File: config.mk
export PLATFORM = sky130hd
export DESIGN_NAME = iorw_top
export DESIGN_NICKNAME = d
export VERILOG_FILES = /design/src/shared/iorw_pkg.sv /design/src/core/iorw_top.sv
export SDC_FILE = /design/constraint.sdc
export NUM_CORES = 1
export LEC_CHECK = 0
export BUFFER_PORTS_ARGS = -buffer_cell sky130_fd_sc_hd__buf_2
export CORE_ASPECT_RATIO = 1.4
export CORE_MARGIN = 3
export CORE_UTILIZATION = 59
export CTS_BUF_LIST = sky130_fd_sc_hd__clkbuf_4 sky130_fd_sc_hd__clkbuf_8
export DETAILED_ROUTE_END_ITERATION = 16
export GPL_TIMING_DRIVEN = 0
export PLACE_DENSITY = 0.82
export SYNTH_ARGS = -nofsm -noshare
export SYNTH_HDL_FRONTEND = slang
export SYNTH_SLANG_ARGS = --single-unit
File: constraint.sdc
create_clock -name ref_clk -period 13 [get_ports ref_clk]
set_clock_uncertainty 0.15 [all_clocks]
set_input_delay 0.65 -clock ref_clk [delete_from_list [all_inputs] [get_ports ref_clk]]
set_output_delay 0.65 -clock ref_clk [all_outputs]
set_load 0.02 [all_outputs]
File: src/shared/iorw_pkg.sv
package iorw_pkg;

    // Register port geometry.
    localparam int ADDR_W = 8;
    localparam int DATA_W = 16;

    // Register indices on the register port.
    localparam logic [7:0] REG_REFRESH  = 8'h11;
    localparam logic [7:0] REG_DOUT_OFF = 8'h13;
    localparam logic [7:0] REG_DIN_OFF  = 8'h14;
    localparam logic [7:0] REG_STATUS   = 8'h18;

    // Reset values; zero selects automatic placement and no short refresh.
    localparam logic [15:0] RST_REFRESH  = 16'h0000;
    localparam logic [15:0] RST_DOUT_OFF = 16'h0000;
    localparam logic [15:0] RST_DIN_OFF  = 16'h0000;

    // Field positions of the refresh register.
    localparam int REFR_PERIOD_LSB = 0;
    localparam int REFR_RETRY_LSB  = 8;

    // Field positions of the status register.
    localparam int ST_DROPPED  = 0;
    localparam int ST_BUS_ERR  = 1;
    localparam int ST_OVL_OUT  = 2;
    localparam int ST_OVL_IN   = 3;
    localparam int ST_SHORT_EN = 4;

    // Timing.
    localparam int CLK_PERIOD_NS  = 10;
    localparam int TICK_NS        = 1000000;
    localparam int TICK_CYCLES    = TICK_NS / CLK_PERIOD_NS;
    localparam logic [15:0] WD_BASE_MS     = 16'h0064;
    localparam logic [7:0]  REFRESH_MAX_MS = 8'h50;

    typedef enum logic {
        WD_RUN,
        WD_DROPPED
    } iorw_wd_e;

    typedef struct packed {
        logic              wr;
        logic              rd;
        logic [ADDR_W-1:0] addr;
        logic [DATA_W-1:0] wdata;
    } iorw_req_s;

    typedef struct packed {
        logic [15:0] refresh;
        logic [15:0] dout_off;
        logic [15:0] din_off;
        logic [31:0] tick_cnt;
        logic [7:0]  ms_cnt;
        logic [15:0] wd_ms;
        logic [7:0]  retry_left;
        iorw_wd_e    wd;
        logic        refresh_pulse;
        logic        outputs_en;
        logic [15:0] rdata;
        logic [15:0] dout_base;
        logic [15:0] din_base;
    } iorw_state_s;

endpackage

File: src/core/iorw_top.sv
//
// Functional notes
// - Output bits start at digital-output offset register.
// - Input bits start at digital-input offset register.
// - Default offsets place bits after byte data.
// - Refresh per program cycle; late cycle drops outputs.
// - Low byte period capped 80 ms, high byte retries.
// - Short refreshes extend timeout to retries times period when that exceeds the 100 ms base.
// - Terminal bus error keeps timeout at base value.
//
// The implementer's own choice: the plain strobed port.
`timescale 1ns/10ps
`default_nettype none

module iorw_top #(
    parameter int TICK_CYCLES = iorw_pkg::TICK_CYCLES
) (
    // Clock and reset.
    input  wire logic              ref_clk,
    input  wire logic              reset_n,
    // Register port.
    input  wire iorw_pkg::iorw_req_s reg_req,
    output var  logic [15:0]       reg_rdata,
    // Process image layout.
    input  wire logic [15:0]       byte_in_len,
    input  wire logic [15:0]       byte_out_len,
    output var  logic [15:0]       dout_base,
    output var  logic [15:0]       din_base,
    // Terminal bus refresh and watchdog.
    input  wire logic              prog_cycle,
    input  wire logic              kbus_error,
    output var  logic              kbus_refresh,
    output var  logic              outputs_enable
);

    ////////////////////////////////////////////////////////////////////////
    // Reset release through two flip-flops.
    logic [1:0] rst_sync_q;
    logic       rst_n;

    always_ff @(posedge ref_clk or negedge reset_n) begin
        if (!reset_n) begin
            rst_sync_q <= 2'h0;
        end else begin
            rst_sync_q <= {rst_sync_q[0], 1'b1};
        end
    end

    assign rst_n = rst_sync_q[1];

    ////////////////////////////////////////////////////////////////////////
    // Helpers.

    // Refresh period in milliseconds, capped at the allowed maximum.
    function automatic logic [7:0] eff_period(input logic [15:0] r);
        logic [7:0] p;
        p = r[iorw_pkg::REFR_PERIOD_LSB +: 8];
        if (p > iorw_pkg::REFRESH_MAX_MS) begin
            p = iorw_pkg::REFRESH_MAX_MS;
        end
        return p;
    endfunction

    function automatic logic [15:0] sat_inc(input logic [15:0] v);
        return (v == 16'hffff) ? v : v + 16'h0001;
    endfunction

    iorw_pkg::iorw_state_s st_q;
    iorw_pkg::iorw_state_s st_d;

    logic [7:0]  period;
    logic [7:0]  retries;
    logic        short_en;
    logic [15:0] ext_ms;
    logic [15:0] limit_ms;
    logic        tick;
    logic        inter_due;

    always_comb begin
        period   = eff_period(st_q.refresh);
        retries  = st_q.refresh[iorw_pkg::REFR_RETRY_LSB +: 8];
        short_en = (st_q.refresh != 16'h0000) && (period != 8'h00);
        ext_ms   = 16'(retries) * 16'(period);
        if (short_en && !kbus_error && ext_ms > iorw_pkg::WD_BASE_MS) begin
            limit_ms = ext_ms;
        end else begin
            limit_ms = iorw_pkg::WD_BASE_MS;
        end
        tick      = (st_q.tick_cnt == 32'(TICK_CYCLES - 1));
        inter_due = tick && short_en && !kbus_error
                    && (st_q.retry_left != 8'h00)
                    && (st_q.ms_cnt + 8'h01 >= period);
    end

    ////////////////////////////////////////////////////////////////////////
    // Next state.
    always_comb begin
        st_d               = st_q;
        st_d.refresh_pulse = 1'b0;
        st_d.rdata         = 16'h0000;

        // Register writes.
        if (reg_req.wr) begin
            case (reg_req.addr)
                iorw_pkg::REG_REFRESH:  st_d.refresh  = reg_req.wdata;
                iorw_pkg::REG_DOUT_OFF: st_d.dout_off = reg_req.wdata;
                iorw_pkg::REG_DIN_OFF:  st_d.din_off  = reg_req.wdata;
                default: ;
            endcase
        end

        // Register reads answer one cycle later; unmapped reads give zero.
        if (reg_req.rd) begin
            case (reg_req.addr)
                iorw_pkg::REG_REFRESH:  st_d.rdata = st_q.refresh;
                iorw_pkg::REG_DOUT_OFF: st_d.rdata = st_q.dout_off;
                iorw_pkg::REG_DIN_OFF:  st_d.rdata = st_q.din_off;
                iorw_pkg::REG_STATUS: begin
                    st_d.rdata[iorw_pkg::ST_DROPPED]  =
                        (st_q.wd == iorw_pkg::WD_DROPPED);
                    st_d.rdata[iorw_pkg::ST_BUS_ERR]  = kbus_error;
                    st_d.rdata[iorw_pkg::ST_OVL_OUT]  =
                        byte_out_len > st_q.dout_base;
                    st_d.rdata[iorw_pkg::ST_OVL_IN]   =
                        byte_in_len > st_q.din_base;
                    st_d.rdata[iorw_pkg::ST_SHORT_EN] = short_en;
                end
                default: st_d.rdata = 16'h0000;
            endcase
        end

        st_d.dout_base = (st_q.dout_off != 16'h0000) ? st_q.dout_off
                                                     : byte_out_len;
        st_d.din_base  = (st_q.din_off != 16'h0000) ? st_q.din_off
                                                    : byte_in_len;

        // Millisecond time base.
        st_d.tick_cnt = tick ? 32'h0 : st_q.tick_cnt + 32'h1;

        if (prog_cycle) begin
            st_d.refresh_pulse = 1'b1;
            st_d.ms_cnt        = 8'h00;
            st_d.wd_ms         = 16'h0000;
            st_d.retry_left    = retries;
            st_d.wd            = iorw_pkg::WD_RUN;
            st_d.outputs_en    = 1'b1;
        end else begin
            if (tick) begin
                st_d.wd_ms  = sat_inc(st_q.wd_ms);
                st_d.ms_cnt = st_q.ms_cnt + 8'h01;
            end
            if (inter_due) begin
                st_d.refresh_pulse = 1'b1;
                st_d.ms_cnt        = 8'h00;
                st_d.retry_left    = st_q.retry_left - 8'h01;
            end
            case (st_q.wd)
                iorw_pkg::WD_RUN: begin
                    if (st_q.wd_ms >= limit_ms) begin
                        st_d.wd         = iorw_pkg::WD_DROPPED;
                        st_d.outputs_en = 1'b0;
                    end
                end
                iorw_pkg::WD_DROPPED: st_d.outputs_en = 1'b0;
                default: st_d.wd = iorw_pkg::WD_DROPPED;
            endcase
        end
    end

    always_ff @(posedge ref_clk or negedge rst_n) begin
        if (!rst_n) begin
            st_q               <= '0;
            st_q.refresh       <= iorw_pkg::RST_REFRESH;
            st_q.dout_off      <= iorw_pkg::RST_DOUT_OFF;
            st_q.din_off       <= iorw_pkg::RST_DIN_OFF;
            st_q.wd            <= iorw_pkg::WD_RUN;
            st_q.outputs_en    <= 1'b1;
        end else begin
            st_q <= st_d;
        end
    end

    assign reg_rdata      = st_q.rdata;
    assign dout_base      = st_q.dout_base;
    assign din_base       = st_q.din_base;
    assign kbus_refresh   = st_q.refresh_pulse;
    assign outputs_enable = st_q.outputs_en;
endmodule

`default_nettype wire

==> results.md, run 1 <==
Run status:
- The flow ran to the end, and the final reports show no timing, DRC or antenna violations.

Timing:
- The shortest period the worst path allows is 8.47 ns.
- The summed negative setup slack over all endpoints is 0 ns.
- For the pin with the worst max-slew slack, the measured transition is 1.21 ns.
- For this run, the top clock speed supported by timing is 118 MHz.
- The number of hold violations in the final report is 0.
- Setup repair after global routing left no endpoint under its margin.
- The worst relative slew slack is 19.4%.
- The final max-slew violation count is 0.
- After layout, the worst path uses 65.2% of the clock period.
- The final setup violation count is 0.

Detailed routing:
- The detailed router finished its first iteration with 523 violations.
- Summing over every cut layer, the via total after detailed routing is 8,572.
- Once detail routing completed, the nets flagged for antenna violations numbered 0.
- The via-per-instance ratio is 5.69.
- The number of iterations in the first detailed-routing pass is 4.
- Summed over all layers, the routed wires come to 25,500 µm.
- Dividing the detail-routed wire length by the instance count gives 17.0 µm.
- In the routed design, unresolved DRC markers number 0.

Clock tree:
- For this design, the sink count on the clock tree is 165.
- In this run the deepest clock path goes through 2 buffers.
- At the later pin of the worst-skew pair, clock insertion delay measures 0.48 ns.
- The depth of the CTS H-tree is 4.
- After clock tree synthesis, the clock-pin slew on the worst setup and hold paths is 0.10 ns.
- Clock tree synthesis inserted a total of 17 buffers.
- The cell at the root of the clock tree is sky130_fd_sc_hd__clkbuf_8.
- The clock tree from TritonCTS is done.
- The number of buffers inserted by post-CTS setup repair is 0.

Power:
- The leakage power of the design is 6.62 nW.
- The maximum vdd ir drop is 0.0726 mV.
- Internal power comes to 0.000849 W.
- The power density over cell area is 97.6 mW/mm².
- Per report_power, the sequential group accounts for 46.6% of the total.
- The power share of the clock group is 30.6%.
- For this design the total switching power over the nets is 0.000382 W.
- The switching share of power is 31.0%.
- The share of total power in combinational logic is 22.8%.

Synth:
- The cell count after synthesis came out at 1,110.
- The fraction of synthesis flops using an asynchronous set or reset pin is 100%.
- The post-synthesis register bit count is 165.
- The Yosys step of the flow raised 0 warnings.
- The most common flop cell mapped by yosys is sky130_fd_sc_hd__dfrtp_1.
- For this run, the register share of the synthesized area comes to 36.6%.
- After synthesis the cells add up to 0.0113 mm².
- The synthesized design contains 0 enable-type register cells.
- A synthesized cell averages 10.2 µm².
- In this run, distinct cell masters in the synthesized netlist total 68.

Worst setup path:
- In this run the worst setup path terminates at outputs_enable.
- The slack of the worst reg-to-reg path is 4.53 ns.
- The worst setup path is launched from a flop.
- The worst register-to-register path ends at outputs_enable.
- The maximum cell stage delay along the critical path is 0.54 ns.
- At the worst endpoint, the arrival time is 8.74 ns.
- The category of the worst setup path capture point is a flop.
- The data required time at the worst endpoint is 13.27 ns.
- The worst register-to-register path has a depth of 29.
- The maximum net fanout on the critical path is 9.
- The worst register-to-register path begins at st_q[147].
- The critical path starts at st_q[147].
- The cell with the most instances on the worst path is sky130_fd_sc_hd__fa_1.
- For this design, the slowest cell found on the critical path is sky130_fd_sc_hd__fa_1.
- The setup path with the least slack is of type flop to flop.

Die:
- 112 I/O pins were placed.
- The horizontal die dimension is 123 µm.
- The initial utilization of the core area, before any placement, comes to 60.3%.
- The die covers 0.0208 mm².
- The core area is 0.0187 mm².
- After floorplanning, the core was divided into 59 placement rows.
- The die is 170 µm tall.

Run:
- Max-cap violations in this run came to 0.

Placement:
- The instance count after placement with tap cells included is 1,474.
- The final weighted congestion in routability-driven placement is 0.881.
- Buffers placed on the I/O ports in this run total 110.
- Detailed placement ended at an HPWL of 19,900 µm.

Global routing:
- Entering global routing, the biggest net connects 63 pins.
- The number of antenna violations at the first check in global routing was 0.
- Across every metal layer, demand over resource in global routing totals 25.5%.
- The total overflow reported by the global router is 0.
- The number of global-route vias before repair is 8,669.
- The first global-routing pass estimated 41,800 µm of wire.

Finish:
- The most common cell after layout, fill and taps aside is sky130_fd_sc_hd__dfrtp_1.
- The total inserted antenna cells is 0.
- The area overhead of the layout relative to synthesis is 11.9%.
- The count of cells in the finished layout, fillers not included, comes to 1,506.
- In the final design database the tool counted 1,445 nets.
- The library cells used most frequently in the layout, excluding fill and tap cells, are sky130_fd_sc_hd__dfrtp_1, sky130_fd_sc_hd__buf_2, sky130_fd_sc_hd__ha_1.
- The proportion of layout cells with a drive suffix above 1 is 21.6%.

Min path:
- The type of the most critical hold path is flop to flop.
[critical path: cells and delay by family (launching register included)]
family          cells  cell delay, ns
fa+ha+maj           6            2.63
simple gates        9            2.29
flops               1            0.43
buf+inv             5            0.69
compound gates      9            2.22
[sequential cells by signal, indices dropped and copies added, names as in the netlist]
| name | flops |
|---|---|
| reg_rdata | 16 |
| din_base | 16 |
| st_q | 105 |
| outputs_enable | 1 |
| dout_base | 16 |
| rst_sync_q | 2 |
| kbus_refresh | 1 |
| retries | 8 |
[layer usage]
layer | vias up | wire length (µm) | share of wire, % | global-route usage [%]
met5 | - | 0 | 0 | 0
met2 | 225 | 13400 | 52 | 45.3
li1 | 4075 | - | - | -
met1 | 4196 | 9940 | 39 | 29.7
met4 | 0 | 1140 | 4.5 | 12.7
met3 | 76 | 1070 | 4.2 | 3.73
[final cells by class]
cell class	instances	area (µm²)
clock inverters	13	148
plain buffers	90	534
repair buffers	113	616
fillers	1446	6060
clock buffers	18	241
inverters	89	334
flip-flops and latches	165	4130
well taps	244	305
multi-input cells	774	6300
[power by group through the flow]
stage / logic [W] / registers [W] / clock network (W)
after floorplan: 0.000199 / 0.000578 / 0
after global placement: 0.000262 / 0.000589 / 0
after detailed placement: 0.000280 / 0.000584 / 0
after CTS: 0.000283 / 0.000573 / 0.000381
after global routing: 0.000313 / 0.000578 / 0.000402
final: 0.000280 / 0.000574 / 0.000377
[cells by family (layout without fill, tap and decap cells)]
logic type / Yosys count / count (layout) / share of synthesized area (%)
AND/OR/NAND/NOR: 330 / 330 / 16.2
buffers and inverters: 179 / 323 / 7.71
AO/OA/AOI/OAI: 165 / 165 / 10.2
flip-flops: 165 / 165 / 36.6
adder cells (fa/ha/maj): 133 / 133 / 17.2
XOR/XNOR: 72 / 72 / 5.60
multiplexers: 64 / 64 / 6.40
other: 2 / 10 / 0.0666
[Yosys cell counts, drive strengths merged, types with 3 or more instances]
master / instances / share of area, %
a211oi: 7 / 0.51
a21o: 47 / 3.1
a21oi: 22 / 0.98
a222oi: 3 / 0.27
a22oi: 13 / 0.87
a31o: 3 / 0.23
a31oi: 4 / 0.22
and2: 15 / 0.91
and3: 43 / 2.4
and4: 7 / 0.54
buf: 55 / 3.6
clkbuf: 35 / 1.2
dfrtp: 164 / 36
fa: 36 / 6.4
ha: 97 / 11
inv: 89 / 3.0
mux2: 64 / 6.4
nand2: 62 / 2.1
nand2b: 5 / 0.28
nand3: 35 / 1.6
nand3b: 6 / 0.40
nand4: 22 / 1.2
nor2: 58 / 1.9
nor2b: 26 / 1.4
nor3: 10 / 0.44
nor3b: 5 / 0.43
nor4: 18 / 1.0
nor4b: 5 / 0.66
o211ai: 3 / 0.20
o21a: 9 / 0.60
o21ai: 33 / 1.5
o21bai: 3 / 0.20
o31ai: 3 / 0.20
or3: 5 / 0.28
xnor2: 36 / 2.8
xor2: 36 / 2.8
[what timing repair did]
action | in CTS | in global routing
gates resized for setup | 0 | 0
hold buffers | 1 | 0
endpoints found under the hold margin | 2 | 0
endpoints found under the setup margin | 0 | 0
[through the flow]
| step | worst slack (ns) | hold WS, ns | total power, W | utilization (%) | instance area, µm² |
|---|---|---|---|---|---|
| 2_1_floorplan | 5.61 | 0.181 | 0.000777 | - | 11300 |
| 3_3_place_gp | 4.63 | 0.185 | 0.000851 | 65.1 | 12200 |
| 3_5_place_dp | 4.57 | 0.190 | 0.000864 | 65.4 | 12200 |
| 4_1_cts | 4.53 | 0.210 | 0.00124 | 67.5 | 12600 |
| 5_1_grt | 3.93 | 0.218 | 0.00129 | 67.5 | 12600 |
| 6_report | 4.53 | 0.207 | 0.00123 | 67.5 | 12600 |
[how the worst min path moves through the flow]
stage          cells past startpoint  slack, ns            end             from
2_1_floorplan                      0       0.18  rst_sync_q[1]    rst_sync_q[0]
3_3_place_gp                       0       0.19  rst_sync_q[1]    rst_sync_q[0]
3_5_place_dp                       0       0.19  rst_sync_q[1]    rst_sync_q[0]
4_1_cts                            0       0.21  rst_sync_q[1]    rst_sync_q[0]
5_1_grt                            2       0.22   din_base[12]  byte_in_len[12]
6_report                           0       0.21  rst_sync_q[1]    rst_sync_q[0]
Note: power is estimated with default switching activity, not from simulation.
==> run 2, diff against run 1 <==
--- a/config.mk
+++ b/config.mk
@@ -5,14 +5,15 @@
 export SDC_FILE = /design/constraint.sdc
 export NUM_CORES = 1
 export LEC_CHECK = 0
+export ABC_AREA = 1
 export BUFFER_PORTS_ARGS = -buffer_cell sky130_fd_sc_hd__buf_2
 export CORE_ASPECT_RATIO = 1.4
 export CORE_MARGIN = 3
-export CORE_UTILIZATION = 59
+export CORE_UTILIZATION = 56
 export CTS_BUF_LIST = sky130_fd_sc_hd__clkbuf_4 sky130_fd_sc_hd__clkbuf_8
 export DETAILED_ROUTE_END_ITERATION = 16
 export GPL_TIMING_DRIVEN = 0
-export PLACE_DENSITY = 0.82
+export PLACE_DENSITY = 0.81
 export SYNTH_ARGS = -nofsm -noshare
 export SYNTH_HDL_FRONTEND = slang
 export SYNTH_SLANG_ARGS = --single-unit
==> constraint.sdc (replaced) <==
create_clock -name ref_clk -period 7.44 [get_ports ref_clk]
set_clock_uncertainty 0.15 [all_clocks]
set_input_delay 0.372 -clock ref_clk [delete_from_list [all_inputs] [get_ports ref_clk]]
set_output_delay 0.372 -clock ref_clk [all_outputs]
set_load 0.02 [all_outputs]
==> results.md, run 2 <==
Run status:
- Run status: finished clean (unchanged).

Global routing:
- The aggregate global-route resource usage is 27.5% (was 25.5%).
- The total overflow reported by the global router was 0 (unchanged).
- The number of antenna violations at the first check in global routing is 0 (unchanged).
- The first-pass GRT wire length came to 52,000 µm (was 41,800 µm).
- The pin count of the biggest net entering global routing is 62 (was 63).
- The number of global-route vias before repair was 10,900 (was 8,669).

Worst setup path:
- The terminus of the critical flop-to-flop path was outputs_enable (unchanged).
- The data required time at the worst endpoint is 7.72 ns (was 13.27 ns).
- The launch instance of the worst register-to-register path was st_q[148] (was st_q[147]).
- The cell with the most instances on the worst path is sky130_fd_sc_hd__nand2_1 (was sky130_fd_sc_hd__fa_1).
- The maximum net fanout on the critical path was 10 (was 9).
- The category of the worst setup path capture point is a flop (unchanged).
- The slowest cell on the critical path is sky130_fd_sc_hd__fa_1 (unchanged).
- The slack of the worst reg-to-reg path is 0.68 ns (was 4.53 ns).
- The arrival time of the worst setup path came to 7.04 ns (was 8.74 ns).
- The maximum cell stage delay along the critical path is 0.56 ns (was 0.54 ns).
- The type of the setup path with the least slack was flop to flop (unchanged).
- The number of cell instances on the worst register-to-register path is 36 (was 29).
- The type of origin of the critical path is a flop (unchanged).

Finish:
- The most common cell after layout, fill and taps aside is sky130_fd_sc_hd__nand2_1 (was sky130_fd_sc_hd__dfrtp_1).
- The fill cell instance count of the final layout is 1,830 (was 1,446).
- The number of standard cells in the final layout excluding fillers is 2,017 (was 1,506).
- The final layout net count came to 1,939 (was 1,445).
- Commonest non-fill, non-tap cells in the layout: sky130_fd_sc_hd__nand2_1, sky130_fd_sc_hd__inv_1, sky130_fd_sc_hd__dfrtp_1 (was sky130_fd_sc_hd__dfrtp_1, sky130_fd_sc_hd__buf_2, sky130_fd_sc_hd__ha_1).
- The area overhead of the layout relative to synthesis is 13.3% (was 11.9%).
- The flip-flop and latch area is 0.00413 mm² (unchanged).
- The flip-flop count of the largest register, all copies and words added is 105 (unchanged).
- The final instance area came to 0.0138 mm² (was 0.0126 mm²).
- The multi-input logic area is 0.00647 mm² (was 0.00630 mm²).
- The final core area utilization was 64.7% (was 67.5%).
- The top register by number of flip-flops is st_q (unchanged).
- The proportion of layout cells with a drive suffix above 1 is 14.2% (was 21.6%).
- The total inserted antenna cells came to 0 (unchanged).

Detailed routing:
- The total wire length after detailed routing is 31,400 µm (was 25,500 µm).
- The vias after detailed routing was 10,900 (was 8,572).
- The via-per-instance ratio is 5.38 (was 5.69).
- The initial DRC count is 715 (was 523).
- The number of iterations in the first detailed-routing pass came to 6 (was 4).
- The number of DRC violations after detailed routing is 0 (unchanged).
- The number of nets still failing antenna checks after routing came to 0 (unchanged).
- The mean routed wirelength per cell is 15.5 µm (was 17.0 µm).

Placement:
- The sum of net half-perimeters after detailed placement is 24,800 µm (was 19,900 µm).
- The total of buffers placed on input and output ports was 111 (was 110).
- The final weighted congestion in routability-driven placement is 0.968 (was 0.881).
- The instance count after placement with tap cells included is 1,961 (was 1,474).
- The placed standard-cell area is 0.0131 mm² (was 0.0122 mm²).

Synth:
- The count of flip-flops with a built-in enable after synthesis is 0 (unchanged).
- Top post-synthesis cells by count: sky130_fd_sc_hd__nand2_1, sky130_fd_sc_hd__inv_1, sky130_fd_sc_hd__dfrtp_1 (was sky130_fd_sc_hd__dfrtp_1, sky130_fd_sc_hd__ha_1, sky130_fd_sc_hd__inv_1).
- The number of synthesis warnings was 0 (unchanged).
- The post-synthesis register bit count is 165 (unchanged).
- The biggest area consumer among synthesized cells is sky130_fd_sc_hd__dfrtp_1 (unchanged).
- The most repeated cell in the gate-level netlist after synthesis is sky130_fd_sc_hd__nand2_1 (was sky130_fd_sc_hd__dfrtp_1).
- Largest cells by area after synthesis: sky130_fd_sc_hd__dfrtp_1, sky130_fd_sc_hd__ha_1, sky130_fd_sc_hd__nand2_1 (was sky130_fd_sc_hd__dfrtp_1, sky130_fd_sc_hd__ha_1, sky130_fd_sc_hd__fa_1).
- The fraction of synthesis flops using an asynchronous set or reset pin came to 100% (unchanged).
- The synthesized netlist cell count is 1,580 (was 1,110).
- The mean instance size in the synthesized netlist was 7.69 µm² (was 10.2 µm²).
- The area share of the largest cell type after synthesis came to 33.8% (was 36.4%).
- The most common flop cell mapped by yosys was sky130_fd_sc_hd__dfrtp_1 (unchanged).
- The number of distinct library cell variants in the gate-level netlist after synthesis is 52 (was 68).
- The post-synthesis instance area was 0.0122 mm² (was 0.0113 mm²).
- The part of the Yosys area used for sequential elements is 34.0% (was 36.6%).

Timing:
- The summed negative setup slack over all endpoints is 0 ns (unchanged).
- The shortest period the worst path allows is 6.76 ns (was 8.47 ns).
- The part of the cycle the worst path needs is 90.8% (was 65.2%).
- The worst relative slew slack is 50.1% (was 19.4%).
- The top achievable clock speed is 148 MHz (was 118 MHz).
- The measured slew at the worst slew-check pin is 0.741 ns (was 1.21 ns).
- The final max-slew violation count is 0 (unchanged).
- Setup repair after global routing missed its margin: no (unchanged).
- The number of hold violations in the final report was 0 (unchanged).
- The final setup violation count is 0 (unchanged).

Die:
- The die span in y came to 180 µm (was 170 µm).
- The horizontal die dimension was 131 µm (was 123 µm).
- The core area was 0.0213 mm² (was 0.0187 mm²).
- The effective utilization at floorplan is 57.1% (was 60.3%).
- The top-level I/O count came to 112 (unchanged).
- The area enclosed by the die boundary is 0.0235 mm² (was 0.0208 mm²).
- The number of rows in the core area is 63 (was 59).

Run:
- The number of violations of the max-capacitance limit came to 0 (unchanged).

Power:
- The power share of the clock group was 30.3% (was 30.6%).
- The sequential fraction of design power is 45.3% (was 46.6%).
- The leakage power of the design came to 7.28 nW (was 6.62 nW).
- The power after layout is 0.00223 W (was 0.00123 W).
- The share of total power in combinational logic is 24.4% (was 22.8%).
- The switching power is 0.000733 W (was 0.000382 W).
- The internal cell power is 0.00150 W (was 0.000849 W).
- The power density over cell area is 162 mW/mm² (was 97.6 mW/mm²).
- The switching share of power is 32.8% (was 31.0%).
- The maximum vdd ir drop is 0.120 mV (was 0.0726 mV).

Min path:
- The start point of the worst min-delay path is byte_out_len[11] (was rst_sync_q[0]).
- The cell depth of the worst hold path is 3 (was 0).
- The worst min-delay path endpoint is dout_base[11] (was rst_sync_q[1]).
- The type of the most critical hold path is input port to flop (was flop to flop).

Clock tree:
- The number of clock sinks seen by CTS was 165 (unchanged).
- The number of clock buffers inserted by TritonCTS is 17 (unchanged).
- The clock latency reported for the late side of the worst-skew pair is 0.49 ns (was 0.48 ns).
- The number of buffers inserted by post-CTS setup repair is 0 (unchanged).
- The clock-pin slew on the worst setup and hold paths was 0.09 ns (was 0.10 ns).
- The number of buffers on the longest clock path is 2 (unchanged).
- The depth of the CTS H-tree is 4 (unchanged).
- The cell at the root of the clock tree is sky130_fd_sc_hd__clkbuf_8 (unchanged).
- The clock tree from TritonCTS was done (unchanged).
run 2: cell count changes in the layout (fill, tap and decap cells not counted), sizes merged, moves of 34 or more:
cell	previous run	this run
a21o	47	0
and3	43	1
inv	94	297
mux2	64	0
nand2	62	326
nand3	35	69
nor2	58	165
o21ai	33	117
run 2: cell families (layout without fill, tap and decap cells):
family	Yosys count	after routing	synth area share (%)
and+or+nand+nor	666	666	24.2
buffers and inverters	366	535	13.1
AOI/OAI and AO/OA	210	210	10.1
DFF	165	165	34.0
adders and majority gates	133	133	15.9
xor gates and xnor gates	38	38	2.74
other	2	10	0.0618
run 2: final cells by class:
| class | instances | share of cell area, % |
|---|---|---|
| Clock inverter | 13 | 1.04 |
| Sequential cell | 165 | 30.0 |
| Tap cell | 260 | 2.36 |
| Timing Repair Buffer | 137 | 6.18 |
| Multi-Input combinational cell | 1057 | 47.0 |
| Clock buffer | 19 | 1.90 |
| Inverter | 295 | 8.04 |
| Buffer | 71 | 3.51 |
run 2: worst max-delay path, delay by kind of cell, from the launching register on:
family                   cells  cell delay (ns)
AO/OA/AOI/OAI                5             0.76
adder cells (fa/ha/maj)      6             2.62
buffers and inverters        9             0.95
flip-flops                   1             0.45
AND/OR/NAND/NOR             16             1.75
run 2: how the worst max path moves through the flow:
| stage | start | to | cells after the start |
|---|---|---|---|
| 5_1_grt | st_q[147] | outputs_enable | 37 |
| 6_report | st_q[148] | outputs_enable | 36 |
| 3_3_place_gp | rst_sync_q[1] | st_q[103] | 0 |
| 4_1_cts | st_q[147] | outputs_enable | 37 |
| 2_1_floorplan | st_q[147] | outputs_enable | 35 |
| 3_5_place_dp | st_q[147] | outputs_enable | 37 |
run 2: power by group through the flow:
stage / combinational, W / sequential, W / clock [W]
floorplan: 0.000371 / 0.00102 / 0
global placement: 0.000493 / 0.00104 / 0
detailed placement: 0.000530 / 0.00103 / 0
CTS: 0.000545 / 0.00101 / 0.000689
global route: 0.000614 / 0.00102 / 0.000725
finish: 0.000545 / 0.00101 / 0.000676
run 2: what timing repair did:
item	CTS	global route
hold buffers	24	0
hold endpoints to repair	25	0
gates resized for setup	0	2
setup endpoints to repair	0	2
run 2: per-layer routing:
| layer | track usage (%) | vias up | part of all wire (%) |
|---|---|---|---|
| li1 | - | 5324 | - |
| met1 | 33.3 | 5108 | 40 |
| met2 | 46.8 | 329 | 50 |
| met3 | 4.60 | 100 | 4.6 |
| met4 | 13.3 | 0 | 4.9 |
| met5 | 0 | - | 0 |
run 2: through the flow:
stage               hold slack [ns]  worst slack, ns
global placement            0.00802            0.464
finish                       0.0138            0.683
CTS                         0.00169            0.552
detailed placement           0.0101            0.609
floorplan                   -0.0736             1.54
global route                 0.0110          0.00560
==> run 3, diff against run 2 <==
--- a/config.mk
+++ b/config.mk
@@ -5,7 +5,6 @@
 export SDC_FILE = /design/constraint.sdc
 export NUM_CORES = 1
 export LEC_CHECK = 0
-export ABC_AREA = 1
 export BUFFER_PORTS_ARGS = -buffer_cell sky130_fd_sc_hd__buf_2
 export CORE_ASPECT_RATIO = 1.4
 export CORE_MARGIN = 3
==> results.md, run 3 (synthesized netlist as in run 1, its figures left out) <==
Clock tree:
- The number of clock buffers inserted by TritonCTS was 17 (unchanged).
- The depth of the CTS H-tree came to 4 (unchanged).
- The number of buffers on the longest clock path is 2 (unchanged).
- The clock-pin slew on the worst setup and hold paths is 0.09 ns (about the same).
- The cell at the root of the clock tree was sky130_fd_sc_hd__clkbuf_8 (unchanged).
- The clock tree from TritonCTS is done (unchanged).
- The clock latency reported for the late side of the worst-skew pair came to 0.46 ns (was 0.49 ns).
- The number of clock sinks seen by CTS came to 165 (unchanged).

Finish:
- Commonest non-fill, non-tap cells in the layout: sky130_fd_sc_hd__dfrtp_1, sky130_fd_sc_hd__buf_2, sky130_fd_sc_hd__ha_1 (was sky130_fd_sc_hd__nand2_1, sky130_fd_sc_hd__inv_1, sky130_fd_sc_hd__dfrtp_1).
- The area overhead of the layout relative to synthesis is 17.0% (was 13.3%).
- The flip-flop count of the largest register, all copies and words added is 105 (unchanged).
- The fill cell instance count of the final layout is 1,458 (was 1,830).
- The final instance area was 0.0132 mm² (was 0.0138 mm²).
- The total inserted antenna cells came to 0 (unchanged).
- The top register by number of flip-flops is st_q (unchanged).
- The final layout net count is 1,485 (was 1,939).
- The most common cell after layout, fill and taps aside is sky130_fd_sc_hd__dfrtp_1 (was sky130_fd_sc_hd__nand2_1).
- The proportion of layout cells with a drive suffix above 1 was 24.3% (was 14.2%).

Power:
- The maximum vdd ir drop is 0.0960 mV (was 0.120 mV).
- The share of total power in combinational logic is 23.8% (was 24.4%).
- The leakage power of the design is 6.85 nW (was 7.28 nW).
- The switching share of power was 31.0% (was 32.8%).
- The power share of the clock group came to 30.6% (was 30.3%).
- The sequential fraction of design power came to 45.6% (was 45.3%).
- The power density over cell area was 167 mW/mm² (was 162 mW/mm²).
- The power after layout was 0.00220 W (was 0.00223 W).
- The switching power is 0.000682 W (was 0.000733 W).
- The internal cell power is 0.00152 W (was 0.00150 W).

Timing:
- The shortest period the worst path allows is 7.31 ns (was 6.76 ns).
- The worst hold slack came to 0.0138 ns (about the same).
- The worst setup margin came to 0.131 ns (was 0.683 ns).
- Setup repair after global routing missed its margin: yes (was no).
- The part of the cycle the worst path needs was 98.2% (was 90.8%).
- The final max-slew violation count is 0 (unchanged).
- The worst relative slew slack is 5.10% (was 50.1%).
- The top achievable clock speed was 137 MHz (was 148 MHz).
- The number of hold violations in the final report is 0 (unchanged).
- The summed negative setup slack over all endpoints came to 0 ns (unchanged).
- The measured slew at the worst slew-check pin is 1.42 ns (was 0.741 ns).
- The final setup violation count is 0 (unchanged).

Worst setup path:
- The maximum cell stage delay along the critical path is 0.55 ns (was 0.56 ns).
- The slack of the worst reg-to-reg path is 0.13 ns (was 0.68 ns).
- The type of the setup path with the least slack is flop to flop (unchanged).
- The slowest cell on the critical path is sky130_fd_sc_hd__fa_1 (unchanged).
- The category of the worst setup path capture point is a flop (unchanged).
- The arrival time of the worst setup path was 7.48 ns (was 7.04 ns).
- The terminus of the critical flop-to-flop path is st_q[50] (was outputs_enable).
- The data required time at the worst endpoint is 7.62 ns (was 7.72 ns).
- The maximum net fanout on the critical path came to 10 (unchanged).
- The type of origin of the critical path is a flop (unchanged).
- The kind of cell with the highest combined delay on the critical path is adder cells (unchanged).
- The launch instance of the worst register-to-register path is st_q[147] (was st_q[148]).
- The number of cell instances on the worst register-to-register path was 30 (was 36).
- The count of buffer and inverter cells on the critical path is 7 (was 9).

Global routing:
- The total overflow reported by the global router is 0 (unchanged).
- The aggregate global-route resource usage is 25.2% (was 27.5%).
- The number of antenna violations at the first check in global routing is 0 (unchanged).
- The pin count of the biggest net entering global routing came to 74 (was 62).
- The first-pass GRT wire length is 44,800 µm (was 52,000 µm).
- The number of global-route vias before repair was 9,292 (was 10,900).

Min path:
- The start point of the worst min-delay path is reg_req[0] (was byte_out_len[11]).
- The type of the most critical hold path was input port to flop (unchanged).
- The worst min-delay path endpoint is st_q[115] (was dout_base[11]).
- The cell depth of the worst hold path came to 2 (was 3).

Detailed routing:
- The total routed wire length on the met1 layer is 10,500 µm (was 12,600 µm).
- The vias after detailed routing is 8,857 (was 10,900).
- The via-per-instance ratio is 5.71 (was 5.38).
- The routed length on met3 was 1120 µm (was 1460 µm).
- The number of nets still failing antenna checks after routing came to 0 (unchanged).
- The number of DRC violations after detailed routing is 0 (unchanged).
- The initial DRC count came to 573 (was 715).
- The mean routed wirelength per cell was 17.7 µm (was 15.5 µm).
- The detailed-routed wire length on met2 is 14,400 µm (was 15,800 µm).
- The number of iterations in the first detailed-routing pass was 5 (was 6).
- The total wire length after detailed routing was 27,400 µm (was 31,400 µm).
- The highest signal layer in the routed design is met4 (unchanged).

Die:
- The core area came to 0.0195 mm² (was 0.0213 mm²).
- The die span in y was 174 µm (was 180 µm).
- The effective utilization at floorplan is 57.7% (was 57.1%).
- The top-level I/O count came to 112 (unchanged).
- The number of rows in the core area is 60 (was 63).
- The area enclosed by the die boundary is 0.0219 mm² (was 0.0235 mm²).
- The horizontal die dimension came to 126 µm (was 131 µm).

Run status:
- Run status: finished clean (unchanged).

Placement:
- The worst slack at placement is -1.08 ns (was 0.609 ns).
- The final weighted congestion in routability-driven placement came to 0.872 (was 0.968).
- The placed standard-cell area came to 0.0122 mm² (was 0.0131 mm²).
- The total of buffers placed on input and output ports is 110 (was 111).
- The sum of net half-perimeters after detailed placement is 20,400 µm (was 24,800 µm).

Run:
- The number of violations of the max-capacitance limit came to 0 (unchanged).
run 3: cell count changes in the layout (fill, tap and decap cells not counted), moves of 47 or more:
cell | previous run | this run
sky130_fd_sc_hd__o21ai_0 | 102 | 25
sky130_fd_sc_hd__a21o_1 | 0 | 47
sky130_fd_sc_hd__inv_1 | 287 | 86
sky130_fd_sc_hd__nor2_1 | 154 | 57
sky130_fd_sc_hd__mux2_2 | 0 | 57
sky130_fd_sc_hd__nand2_1 | 320 | 59
run 3: area by class of cell:
class | instances | area (µm²) | share of cell area [%]
Timing Repair Buffer | 157 | 1030 | 7.79
Tap cell | 248 | 310 | 2.35
Sequential cell | 165 | 4140 | 31.4
Inverter | 89 | 334 | 2.53
Clock buffer | 20 | 263 | 1.99
Buffer | 86 | 518 | 3.93
Multi-Input combinational cell | 774 | 6460 | 49.0
Clock inverter | 11 | 141 | 1.07
run 3: timing repair:
item                                   in CTS  in global routing
resized for setup                          22                 26
setup endpoints to repair                   2                  2
pin swaps                                  21                 27
hold buffers                               32                  0
endpoints found under the hold margin      33                  0
buffers inserted                            8                  5
run 3: metal layers:
metal / vias up / track usage [%]
li1: 4169 / -
met1: 4330 / 27.9
met3: 90 / 3.61
met4: 0 / 14.3
met5: - / 0
met2: 268 / 45.8
run 3: power by group through the flow:
stage | clock [W] | sequential, W | combinational [W]
floorplan | 0 | 0.00101 | 0.000347
global placement | 0 | 0.00103 | 0.000461
detailed placement | 0 | 0.00102 | 0.000494
CTS | 0.000680 | 0.00100 | 0.000518
global route | 0.000719 | 0.00101 | 0.000578
finish | 0.000674 | 0.00100 | 0.000525
run 3: worst max-delay path by stage:
| stage | from | end | slack (ns) | cells after the start |
|---|---|---|---|---|
| 6_report | st_q[147] | st_q[50] | 0.13 | 30 |
| 2_1_floorplan | st_q[147] | outputs_enable | 0.05 | 29 |
| 4_1_cts | st_q[148] | outputs_enable | 0.02 | 29 |
| 3_3_place_gp | st_q[147] | outputs_enable | -1.02 | 29 |
| 5_1_grt | st_q[147] | st_q[50] | -0.16 | 30 |
| 3_5_place_dp | st_q[147] | outputs_enable | -1.08 | 29 |
run 3: stage by stage:
step           utilization, %  cells
2_1_floorplan               -   1118
3_3_place_gp             62.3   1476
3_5_place_dp             62.6   1478
4_1_cts                  67.0   1547
5_1_grt                  67.6   1550
6_report                 67.6   1550
run 3: worst reg2reg max path, delay by kind of cell (launching register included):
kind / cells / cell delay, ns
buffers and inverters: 7 / 0.86
flip-flops: 1 / 0.46
AO/OA/AOI/OAI: 10 / 1.79
adder cells (fa/ha/maj): 6 / 2.23
AND/OR/NAND/NOR: 7 / 1.68
